==> src/core/hvces_pkg.sv <==
package hvces_pkg;

  // Register select codes on the command port
  localparam logic [1:0] SEL_CHAN_EVT = 2'h0;
  localparam logic [1:0] SEL_MOD_STAT = 2'h1;
  localparam logic [1:0] SEL_MOD_EVT = 2'h3;

  // Channel status and channel event bit positions
  localparam int CH_VLIM = 15;
  localparam int CH_CLIM = 14;
  localparam int CH_TRIP = 13;
  localparam int CH_EINH = 12;
  localparam int CH_VBND = 11;
  localparam int CH_CBND = 10;
  localparam int CH_CV = 7;
  localparam int CH_CC = 6;
  localparam int CH_EMCY = 5;
  localparam int CH_RAMP = 4;
  localparam int CH_ON = 3;
  localparam int CH_IERR = 2;

  // Module status bit positions
  localparam int MS_KILL = 15;
  localparam int MS_TEMP = 14;
  localparam int MS_SPLY = 13;
  localparam int MS_MOD = 12;
  localparam int MS_EVNT = 11;
  localparam int MS_LOOP = 10;
  localparam int MS_NORAMP = 9;
  localparam int MS_NOSERR = 8;
  localparam int MS_SRVC = 4;
  localparam int MS_ADJ = 0;

  // Module event bit positions
  localparam int ME_TEMP = 14;
  localparam int ME_SPLY = 13;
  localparam int ME_LOOP = 10;
  localparam int ME_SRVC = 3;

  // Implemented bits; all others are reserved and read zero
  localparam logic [15:0] CHAN_EVT_MASK = 16'hFCFC;
  localparam logic [15:0] MOD_EVT_MASK = 16'h6408;
  // Channel events that keep high voltage from being switched on
  localparam logic [15:0] CHAN_BLOCK_MASK = 16'hFC20;

  // Reset values
  localparam logic [15:0] EVT_RESET = 16'h0000;
  localparam logic [15:0] STAT_RESET = 16'h0000;

  // Module pin vector layout after synchronisation
  localparam int PIN_TEMP_HIGH = 0;
  localparam int PIN_SUPPLY = 1;
  localparam int PIN_LOOP = 2;
  localparam int PIN_HW_FAIL = 3;
  localparam int PIN_MOD_GOOD = 4;
  localparam int PIN_NO_SERR = 5;
  localparam int PIN_ADJ = 6;
  localparam int PIN_RAMP_ANY = 7;
  localparam int PIN_ISET_EXC = 8;
  localparam int PIN_W = 9;

endpackage

==> src/core/hvces_evt_if.sv <==
`timescale 1ns/1ps
`default_nettype none
// Carrier between the top and one sticky event register
interface hvces_evt_if;
  logic [15:0] set_vec;
  logic [15:0] w1c_vec;
  logic clr_all;
  logic [15:0] value;
  modport owner (input set_vec, input w1c_vec, input clr_all,
    output value);
  modport user (output set_vec, output w1c_vec, output clr_all,
    input value);
endinterface
`default_nettype wire

==> src/core/hvces_sticky.sv <==
`timescale 1ns/1ps
`default_nettype none
// Sticky write-one-to-clear event register
module hvces_sticky
  import hvces_pkg::*;
#(
  parameter logic [15:0] VALID = 16'hFFFF
) (
  input wire logic core_clk,
  input wire logic rst,
  hvces_evt_if.owner ev
);
  logic [15:0] val_q;

  // Set beats clear in the same cycle so no event is lost
  always_ff @(posedge core_clk) begin
    if (rst) begin
      val_q <= EVT_RESET;
    end else begin
      val_q <= ((val_q & ~(ev.w1c_vec | {16{ev.clr_all}})) | ev.set_vec)
        & VALID;
    end
  end

  assign ev.value = val_q;
endmodule // hvces_sticky
`default_nettype wire

==> src/core/hvces_sync.sv <==
`timescale 1ns/1ps
`default_nettype none
// Two-flop synchroniser for pin inputs
module hvces_sync #(
  parameter int W = 16
) (
  input wire logic core_clk,
  input wire logic rst,
  input wire logic [W-1:0] din,
  output logic [W-1:0] dout
);
  logic [W-1:0] meta_q;
  logic [W-1:0] sync_q;

  // First stage is read by the second stage only
  always_ff @(posedge core_clk) begin
    if (rst) begin
      meta_q <= '0;
      sync_q <= '0;
    end else begin
      meta_q <= din;
      sync_q <= meta_q;
    end
  end

  assign dout = sync_q;
endmodule // hvces_sync
`default_nettype wire

==> src/core/hvces_top.sv <==
`timescale 1ns/1ps
`default_nettype none
// Channel and module event capture with status word and HV gate
module hvces_top
  import hvces_pkg::*;
(
  input wire logic core_clk,
  input wire logic rst,
  input wire logic [15:0] chan_status_pin,
  input wire logic temp_high_pin,
  input wire logic supply_good_pin,
  input wire logic interlock_closed_pin,
  input wire logic hw_failure_pin,
  input wire logic module_good_pin,
  input wire logic no_sum_error_pin,
  input wire logic fine_adjust_pin,
  input wire logic ramp_any_pin,
  input wire logic iset_exceeded_pin,
  input wire logic trip_shutdown_setting,
  input wire logic [15:0] chan_event_mask,
  input wire logic [15:0] mod_event_mask,
  input wire logic hv_on_req,
  input wire logic wr_en,
  input wire logic [1:0] wr_sel,
  input wire logic [15:0] wr_data,
  input wire logic clear_chan_events_cmd,
  input wire logic clear_module_events_cmd,
  input wire logic [1:0] rd_sel,
  output logic [15:0] rd_data,
  output logic hv_enable,
  output logic [15:0] channel_event_capture,
  output logic [15:0] module_status_word,
  output logic [15:0] module_event_capture
);
  logic [15:0] chan_st_s;
  logic [PIN_W-1:0] pin_s;
  logic [PIN_W-1:0] pin_raw;
  logic ramp_prev_q;
  logic on_prev_q;
  logic svc_q;
  logic hv_on_q;
  logic [15:0] mod_stat_q;
  logic [15:0] rd_data_q;
  logic [15:0] chan_set;
  logic [15:0] mod_set;
  logic chan_block;
  logic masked_active;
  logic temp_high_s;
  logic sync_fill_q;
  logic sync_valid_q;

  hvces_evt_if chan_ev ();
  hvces_evt_if mod_ev ();

  // Module pins gathered so one synchroniser serves them all
  assign pin_raw = {iset_exceeded_pin, ramp_any_pin, fine_adjust_pin,
    no_sum_error_pin, module_good_pin, hw_failure_pin,
    interlock_closed_pin, supply_good_pin, temp_high_pin};

  hvces_sync #(.W(16)) u_chan_sync (
    .core_clk(core_clk),
    .rst(rst),
    .din(chan_status_pin),
    .dout(chan_st_s)
  );

  hvces_sync #(.W(PIN_W)) u_pin_sync (
    .core_clk(core_clk),
    .rst(rst),
    .din(pin_raw),
    .dout(pin_s)
  );

  assign temp_high_s = pin_s[PIN_TEMP_HIGH];

  // Synchronisers read zero for two edges after reset; the inverted
  // supply and loop pins would otherwise log events that never happened
  always_ff @(posedge core_clk) begin
    if (rst) begin
      sync_fill_q <= 1'b0;
      sync_valid_q <= 1'b0;
    end else begin
      sync_fill_q <= 1'b1;
      sync_valid_q <= sync_fill_q;
    end
  end

  // Previous ramp and on levels, for the two edge-type events
  always_ff @(posedge core_clk) begin
    if (rst) begin
      ramp_prev_q <= 1'b0;
      on_prev_q <= 1'b0;
    end else begin
      ramp_prev_q <= chan_st_s[CH_RAMP];
      on_prev_q <= chan_st_s[CH_ON];
    end
  end

  // Level events latch while the live bit is 1, so a bit that was
  // already high at reset release is caught too
  always_comb begin
    chan_set = 16'h0000;
    chan_set[CH_VLIM] = chan_st_s[CH_VLIM];
    chan_set[CH_CLIM] = chan_st_s[CH_CLIM];
    chan_set[CH_TRIP] = chan_st_s[CH_TRIP] | (trip_shutdown_setting &
      (chan_st_s[CH_VLIM] | chan_st_s[CH_CLIM] |
      pin_s[PIN_ISET_EXC]));
    chan_set[CH_EINH] = chan_st_s[CH_EINH];
    chan_set[CH_VBND] = chan_st_s[CH_VBND];
    chan_set[CH_CBND] = chan_st_s[CH_CBND];
    chan_set[CH_CV] = chan_st_s[CH_CV];
    chan_set[CH_CC] = chan_st_s[CH_CC];
    chan_set[CH_EMCY] = chan_st_s[CH_EMCY];
    chan_set[CH_RAMP] = ramp_prev_q & ~chan_st_s[CH_RAMP];
    chan_set[CH_ON] = on_prev_q & ~chan_st_s[CH_ON] &
      ~ramp_prev_q;
    chan_set[CH_IERR] = chan_st_s[CH_IERR];
  end

  // Channel event register: write one clears, command clears all
  assign chan_ev.set_vec = chan_set;
  assign chan_ev.w1c_vec = (wr_en && wr_sel == SEL_CHAN_EVT) ?
    wr_data : 16'h0000;
  assign chan_ev.clr_all = clear_chan_events_cmd;

  hvces_sticky #(.VALID(CHAN_EVT_MASK)) u_chan_evt (
    .core_clk(core_clk),
    .rst(rst),
    .ev(chan_ev)
  );

  // Module events from module conditions
  always_comb begin
    mod_set = 16'h0000;
    mod_set[ME_TEMP] = temp_high_s;
    mod_set[ME_SPLY] = ~pin_s[PIN_SUPPLY];
    mod_set[ME_LOOP] = ~pin_s[PIN_LOOP];
    mod_set[ME_SRVC] = pin_s[PIN_HW_FAIL];
  end

  assign mod_ev.set_vec = sync_valid_q ? mod_set : 16'h0000;
  assign mod_ev.w1c_vec = (wr_en && wr_sel == SEL_MOD_EVT) ?
    wr_data : 16'h0000;
  assign mod_ev.clr_all = clear_module_events_cmd;

  hvces_sticky #(.VALID(MOD_EVT_MASK)) u_mod_evt (
    .core_clk(core_clk),
    .rst(rst),
    .ev(mod_ev)
  );

  // Service latch survives event clears; only reset removes it
  always_ff @(posedge core_clk) begin
    if (rst) begin
      svc_q <= 1'b0;
    end else if (pin_s[PIN_HW_FAIL]) begin
      svc_q <= 1'b1;
    end
  end

  assign chan_block = |(chan_ev.value & CHAN_BLOCK_MASK);
  assign masked_active = (|(chan_ev.value & chan_event_mask)) |
    (|(mod_ev.value & mod_event_mask));

  // HV gate: any blocking event, overtemperature or service drops it
  always_ff @(posedge core_clk) begin
    if (rst) begin
      hv_on_q <= 1'b0;
    end else if (chan_block || temp_high_s || svc_q || !sync_valid_q) begin
      hv_on_q <= 1'b0;
    end else begin
      hv_on_q <= hv_on_req;
    end
  end

  // Module status word, rebuilt every cycle from live conditions
  always_ff @(posedge core_clk) begin
    if (rst) begin
      mod_stat_q <= STAT_RESET;
    end else begin
      mod_stat_q <= 16'h0000;
      mod_stat_q[MS_KILL] <= trip_shutdown_setting;
      mod_stat_q[MS_TEMP] <= ~temp_high_s;
      mod_stat_q[MS_SPLY] <= pin_s[PIN_SUPPLY];
      mod_stat_q[MS_MOD] <= pin_s[PIN_MOD_GOOD];
      mod_stat_q[MS_EVNT] <= masked_active;
      mod_stat_q[MS_LOOP] <= pin_s[PIN_LOOP];
      mod_stat_q[MS_NORAMP] <= ~pin_s[PIN_RAMP_ANY];
      mod_stat_q[MS_NOSERR] <= pin_s[PIN_NO_SERR];
      mod_stat_q[MS_SRVC] <= svc_q | pin_s[PIN_HW_FAIL];
      mod_stat_q[MS_ADJ] <= pin_s[PIN_ADJ];
    end
  end

  // Read port; unused select reads zero
  always_ff @(posedge core_clk) begin
    if (rst) begin
      rd_data_q <= 16'h0000;
    end else begin
      case (rd_sel)
        SEL_CHAN_EVT: rd_data_q <= chan_ev.value;
        SEL_MOD_STAT: rd_data_q <= mod_stat_q;
        SEL_MOD_EVT: rd_data_q <= mod_ev.value;
        default: rd_data_q <= 16'h0000;
      endcase
    end
  end

  assign rd_data = rd_data_q;
  assign hv_enable = hv_on_q;
  assign channel_event_capture = chan_ev.value;
  assign module_status_word = mod_stat_q;
  assign module_event_capture = mod_ev.value;

  // Live limit bit reaches the event register one edge later
  chan_capture_a: assert property (
    @(posedge core_clk) disable iff (rst)
    chan_st_s[CH_VLIM] |=> chan_ev.value[CH_VLIM])
    else $error("voltage limit event not captured");

  // A set event holds while no clear of any kind is seen
  chan_hold_a: assert property (
    @(posedge core_clk) disable iff (rst)
    chan_ev.value[CH_CLIM] && !clear_chan_events_cmd &&
    !(wr_en && wr_sel == SEL_CHAN_EVT && wr_data[CH_CLIM])
    |=> chan_ev.value[CH_CLIM])
    else $error("current limit event cleared itself");

  single_clear_a: assert property (
    @(posedge core_clk) disable iff (rst)
    wr_en && wr_sel == SEL_CHAN_EVT && wr_data[CH_EINH] &&
    !chan_set[CH_EINH] |=> !chan_ev.value[CH_EINH])
    else $error("write one did not clear inhibit event");

  clear_all_a: assert property (
    @(posedge core_clk) disable iff (rst)
    clear_chan_events_cmd && chan_set == 16'h0000
    |=> chan_ev.value == 16'h0000)
    else $error("clear all left channel events set");

  hv_block_a: assert property (
    @(posedge core_clk) disable iff (rst)
    chan_block |=> !hv_on_q)
    else $error("high voltage on despite blocking event");

  trip_capture_a: assert property (
    @(posedge core_clk) disable iff (rst)
    trip_shutdown_setting && pin_s[PIN_ISET_EXC]
    |=> chan_ev.value[CH_TRIP] ##1 !hv_on_q)
    else $error("trip not captured under kill enable");

  ramp_end_a: assert property (
    @(posedge core_clk) disable iff (rst)
    chan_st_s[CH_RAMP] ##1 !chan_st_s[CH_RAMP]
    |=> chan_ev.value[CH_RAMP])
    else $error("end of ramp not captured");

  overtemp_off_a: assert property (
    @(posedge core_clk) disable iff (rst)
    temp_high_s |=> !hv_on_q && !mod_stat_q[MS_TEMP] &&
    mod_ev.value[ME_TEMP])
    else $error("overtemperature not handled");

  // Flag follows the masked event registers one edge later
  masked_active_a: assert property (
    @(posedge core_clk) disable iff (rst)
    (|(chan_ev.value & chan_event_mask)) ||
    (|(mod_ev.value & mod_event_mask)) |=> mod_stat_q[MS_EVNT])
    else $error("event active flag not raised");

  event_flag_clr_a: assert property (
    @(posedge core_clk) disable iff (rst)
    !(|(chan_ev.value & chan_event_mask)) &&
    !(|(mod_ev.value & mod_event_mask)) |=> !mod_stat_q[MS_EVNT])
    else $error("event active flag raised with no masked event");

  // Unused module status and module event positions must stay zero
  status_reserved_a: assert property (
    @(posedge core_clk) disable iff (rst)
    mod_stat_q[7:5] == 3'h0 && mod_stat_q[3:1] == 3'h0 &&
    (mod_ev.value & ~MOD_EVT_MASK) == 16'h0000)
    else $error("reserved bit set");

  // Until the synchronisers hold real pin levels no module event may log and high voltage stays off
  warmup_gate_a: assert property (
    @(posedge core_clk) disable iff (rst)
    !sync_valid_q |=> mod_ev.value == 16'h0000 && !hv_on_q)
    else $error("event logged before pins were valid");

  kill_status_a: assert property (
    @(posedge core_clk) disable iff (rst)
    trip_shutdown_setting |=> mod_stat_q[MS_KILL])
    else $error("kill enable not shown in status");

  service_lock_a: assert property (
    @(posedge core_clk) disable iff (rst)
    pin_s[PIN_HW_FAIL] |=> svc_q [*3] ##0 !hv_on_q)
    else $error("service lock released");

  mod_clear_a: assert property (
    @(posedge core_clk) disable iff (rst)
    clear_module_events_cmd && mod_set == 16'h0000
    |=> mod_ev.value == 16'h0000)
    else $error("module clear left events set");

endmodule // hvces_top
`default_nettype wire

==> config.mk <==
export PLATFORM = sky130hd
export DESIGN_NAME = hvces_top
export DESIGN_NICKNAME = d
export VERILOG_FILES = /design/src/core/hvces_pkg.sv /design/src/core/hvces_evt_if.sv /design/src/core/hvces_sticky.sv /design/src/core/hvces_sync.sv /design/src/core/hvces_top.sv
export SDC_FILE = /design/constraint.sdc
export NUM_CORES = 1
export LEC_CHECK = 0
export ABC_AREA = 1
export BUFFER_PORTS_ARGS = -buffer_cell sky130_fd_sc_hd__buf_2
export CAP_MARGIN = 30
export CELL_PAD_IN_SITES_DETAIL_PLACEMENT = 1
export CELL_PAD_IN_SITES_GLOBAL_PLACEMENT = 2
export CORE_UTILIZATION = 26
export DETAILED_ROUTE_END_ITERATION = 10
export PLACE_DENSITY_LB_ADDON = 0.12
export SLEW_MARGIN = 10
export SYNTH_ARGS = -nofsm -noshare
export SYNTH_HDL_FRONTEND = slang
export SYNTH_HIERARCHICAL = 1
export SYNTH_SLANG_ARGS = --single-unit
==> constraint.sdc <==
create_clock -name core_clk -period 1.1 [get_ports core_clk]
set_clock_uncertainty 0.15 [all_clocks]
set_input_delay 0.11 -clock core_clk [delete_from_list [all_inputs] [get_ports core_clk]]
set_output_delay 0.11 -clock core_clk [all_outputs]
set_load 0.005 [all_outputs]
# Yosys cells after proc, flatten, opt, wreduce, memory -nomap -nowiden
# Cells that the tools add are included.
# op_classes
n_mux	5
eq_ne	3
n_bitwise	26
n_reduce_logical	12
# op_table
operator	count
16-bit one-hot mux with 3 select lines	1
16-bit bitwise AND	2
16-bit OR	2
16-bit OR reduction	2
15-bit two-way mux	2
15-bit OR	2
15-bit by 16-bit bitwise AND with 16-bit output	1
16-bit two-way mux	1
16-bit NOT	1
15-bit bitwise AND	1
15-bit NOT	1
1-bit NOT	7
7-bit OR reduction	1
1-bit OR	5
1-bit bitwise AND	4
2-bit == test (second input constant)	2
2-bit zero test	2
1-bit logical OR	3
2-bit by 1-bit == test with 1-bit output (second input constant)	1
1-bit logical AND	2
2-bit OR reduction	1
1-bit zero test	1
1-bit two-way mux	1
# totals
in_bits	84
elab_cells	62
ff_bits	108
out_inout_bits	65

# Depth between registers and ports, before layout
# logic_depth
word_depth	7
ltp_mapped	7
ltp_nobuf	6

# Cells and area by module
# The synthesis kept the hierarchy.
# by_module_without_submodules
mod	instances	cells_per_inst	seq_area_each_um2	area_per_inst_um2
hvces_top	1	286	640.6	1680.4
hvces_sync at u_chan_sync	1	99	640.6	914.6
hvces_sticky at u_chan_evt	1	67	240.2	548.0
hvces_sync at u_pin_sync	1	56	360.3	521.8
hvces_sticky at u_mod_evt	1	33	80.1	239.0

# Least setup slack after synthesis
# No wires, ideal clock.
# synth_timing
path_type	input-to-reg
startpoint	input wr_sel[1]
endpoint	register u_chan_evt.val_q[13], in the netlist u_chan_evt/ev.value[13]
stages	7
path_buffers	1
setup_slack_ns	0.086
setup_time_ns	0.125
required_time_ns	0.825
arrival_ns	0.740
path_cell_list	nor2_1 -> nand2_1 -> buf_2 -> nor2_1 -> nor2_2 -> nand2_1 -> a21oi_2
# synth_via
elab_chain_len	7
# synth_rtl
element	line_no	rtl
from (decl)	hvces_top.sv:24	input wire logic [1:0] wr_sel,
2-bit zero test	hvces_top.sv:122	assign chan_ev.w1c_vec = (wr_en && wr_sel == SEL_CHAN_EVT) ?
1-bit logical AND	hvces_top.sv:122	
16-bit two-way mux	hvces_top.sv:122	
named net chan_ev.w1c_vec[13]	hvces_evt_if.sv:6	logic [15:0] w1c_vec;
16-bit OR	hvces_sticky.sv:20	val_q <= ((val_q & ~(ev.w1c_vec | {16{ev.clr_all}})) | ev.set_vec)
16-bit NOT	hvces_sticky.sv:20	
16-bit bitwise AND	hvces_sticky.sv:20	
16-bit OR	hvces_sticky.sv:20	
to (signal assigned)	hvces_sticky.sv:20	
to (decl)	hvces_sticky.sv:13	logic [15:0] val_q;
# The timed path passes the listed nets, and every way through them passes these cells.
# A chain may end at the register's enable or synchronous reset.

# Worst setup path in the final report
# layout_timing
startpoint	register u_chan_evt.val_q[5], in the netlist u_chan_evt/ev.value[5]
endpoint	output channel_event_capture[5]
# layout_lines
element	line_no	rtl
to (decl)	hvces_top.sv:31	output logic [15:0] channel_event_capture,
# No word-level cell between the ends.

==> run_results.csv <==
group,metric,value,unit
clock_tree,root_buffer,"clkbuf_16",
place,gp_congestion,0.778,
hold_path,holdPathEnd,"u_mod_evt/ev.value[10]",
place,post-dp-hpwl,8.25,mm
final_layout,final_cell_mix,"116 x nand2_1, 104 x buf_2, 94 x inv_1, 94 x nor2_1, 72 x dfxtp_1",
global_routing,grt_pass1_vias,3347,
setup_path,regToRegSetupSlack,-40,ps
global_routing,grt_usage,15.5,%
flow_run,maxCapViolations,0,
setup_path,critPathKind,"flop to primary output",
routing,wl_per_cell,12.3,µm
clock_tree,ctsHtreeMaxLevel,3,
pwr,ir_drop,706,µV
clock_tree,clk_latency,330,ps
timing,fin_ws,-63.2,ps
timing,finalHoldViolCount,1,
setup_path,r2r-end,"hv_enable",
timing,finalSetupViolCount,12,
pwr,power.switching,1.71,mW
timing,holdWs,-30.1,ps
hold_path,hold_class,"input pin to flop",
pwr,seqPwrFrac,45.2,%
hold_path,hold_depth,4,
pwr,total_power,7.66,mW
global_routing,grt_max_degree,39,
pwr,p_sw_share,22.3,%
global_routing,overflow,0,
floorplan,chipWidth,120,µm
run_status,status,"finished, violations left",
floorplan,start_util,26.9,%
final_layout,synthToLayoutAreaGrowth,49.3,%
clock_tree,clkSlewWorstSetupHoldPaths,60,ps
synthesis,syn_inst,497,
pwr,p_int,5.96,mW
routing,vias_per_cell,3.85,
setup_path,r2r_cells,4,
timing,min_period,1160,ps
clock_tree,cts_buffer_depth,2,
floorplan,die_y,120,µm
global_routing,antenna_found_initial,0,
floorplan,coreArea,13400,µm²
routing,drtIter0Drc,76,
setup_path,worstSetupEndpointType,"primary output",
routing,firstDrtPassIters,4,
final_layout,nets,758,
synthesis,avgSynthCellArea,7.26,µm²
run_status,violations,"negative hold slack, negative setup slack",
synthesis,synth_warnings,6,
setup_path,cp_max_fo,3,
routing,ant_nets,0,
final_layout,final_layout_size_suffix_gt1_share,33.9,%
setup_path,crit_arrival,900,ps
clock_tree,numCtsBuffers,9,
floorplan,fp-row-count,42,
timing,final.period_utilization,106,%
timing,fmax,860,MHz
routing,drt-total-wl,10.5,mm
hold_path,hp-start,"clear_module_events_cmd",
final_layout,finish.utilization,40.2,%
routing,dr_total_vias,3287,
setup_path,start_kind,"flop",
pwr,pwr-share-clk,43.1,%
setup_path,r2r-start,"u_chan_evt/ev.value[12]",
pwr,leakage,2.87,nW
timing,tns,-494,ps
synthesis,syn_area,3610,µm²
clock_tree,tritoncts,"yes",
timing,maxSlewViolCount,0,
floorplan,pin_count,149,
pwr,p_comb_share,11.8,%
routing,drcViolationCount,0,
clock_tree,clock-sinks,90,
global_routing,grt_pass1_wl,16.8,mm
place,place.port_buffers,118,
pwr,p_per_area,1420,nW/µm²
final_layout,antenna_cells,0,
setup_path,required,840,ps
final_layout,final_common_cell,"nand2_1",
timing,rsz0062_at_grt,"yes",
floorplan,die_area,14400,µm²
-- power by group through the flow --
| stage | clock (mW) | sequential (mW) | combinational (mW) |
|---|---|---|---|
| 2_1_floorplan | 0 | 3.53 | 0.430 |
| 3_3_place_gp | 0 | 3.53 | 0.741 |
| 3_5_place_dp | 0 | 3.54 | 0.748 |
| 4_1_cts | 3.42 | 3.47 | 0.875 |
| 5_1_grt | 3.55 | 3.48 | 1.02 |
| 6_report | 3.30 | 3.46 | 0.903 |
-- registers in the layout, summed over array words and instances, names as in the netlist --
signal / cells
hv_enable: 1
module_status_word: 10
on_prev_q: 1
ramp_prev_q: 1
rd_data: 16
svc_q: 1
sync_fill_q: 1
sync_valid_q: 1
u_chan_evt/ev.value: 12
u_chan_sync/dout: 12
u_chan_sync/meta_q: 12
u_mod_evt/ev.value: 4
u_pin_sync/dout: 9
u_pin_sync/meta_q: 9
-- per-layer routing --
metal / vias up / wire, µm / track usage (%)
li1: 1741 / - / -
met1: 1437 / 5030 / 20.1
met2: 96 / 4680 / 24.3
met3: 13 / 594 / 3.85
met4: 0 / 179 / 6.41
met5: - / 0 / 0
-- stage by stage --
step,area [µm²],setup slack [ps],instances
global route,5390,-111,854
CTS,5270,-82.1,852
floorplan,3680,127,516
finish,5390,-63.2,854
global placement,4480,-17.3,804
detailed placement,4480,-46.7,804
-- cell type report --
class / count / area (µm²)
clock buffer: 13 / 260
clock inverter: 2 / 60.1
fill: 1693 / 8010
inverter: 96 / 360
multi-input combinational: 294 / 1310
sequential: 90 / 1840
tap: 176 / 220
timing repair buffer: 183 / 1340
-- critical path, cell delays in order (launching register included) --
cell and delay [ps]:
dfxtp_4 360, buf_6 110, buf_6 100
-- worst max path at each step --
stage	end	start	slack, ps
after floorplan	module_status_word[11]	u_chan_evt/ev.value[12]	130
after global placement	module_status_word[11]	u_chan_evt/ev.value[5]	-20
after detailed placement	u_chan_evt/ev.value[12]	wr_sel[1]	-50
after CTS	channel_event_capture[5]	u_chan_evt/ev.value[5]	-80
after global routing	hv_enable	u_chan_evt/ev.value[12]	-110
final	channel_event_capture[5]	u_chan_evt/ev.value[5]	-60
-- repair_timing --
item	4_1_cts	5_1_grt
pin swaps	5	9
resized for setup	48	28
cloned	0	0
buffers inserted	13	2
endpoints found under the hold margin	29	0
endpoints found under the setup margin	18	26
hold buffers	25	0
Note: power is estimated with default switching activity, not from simulation.
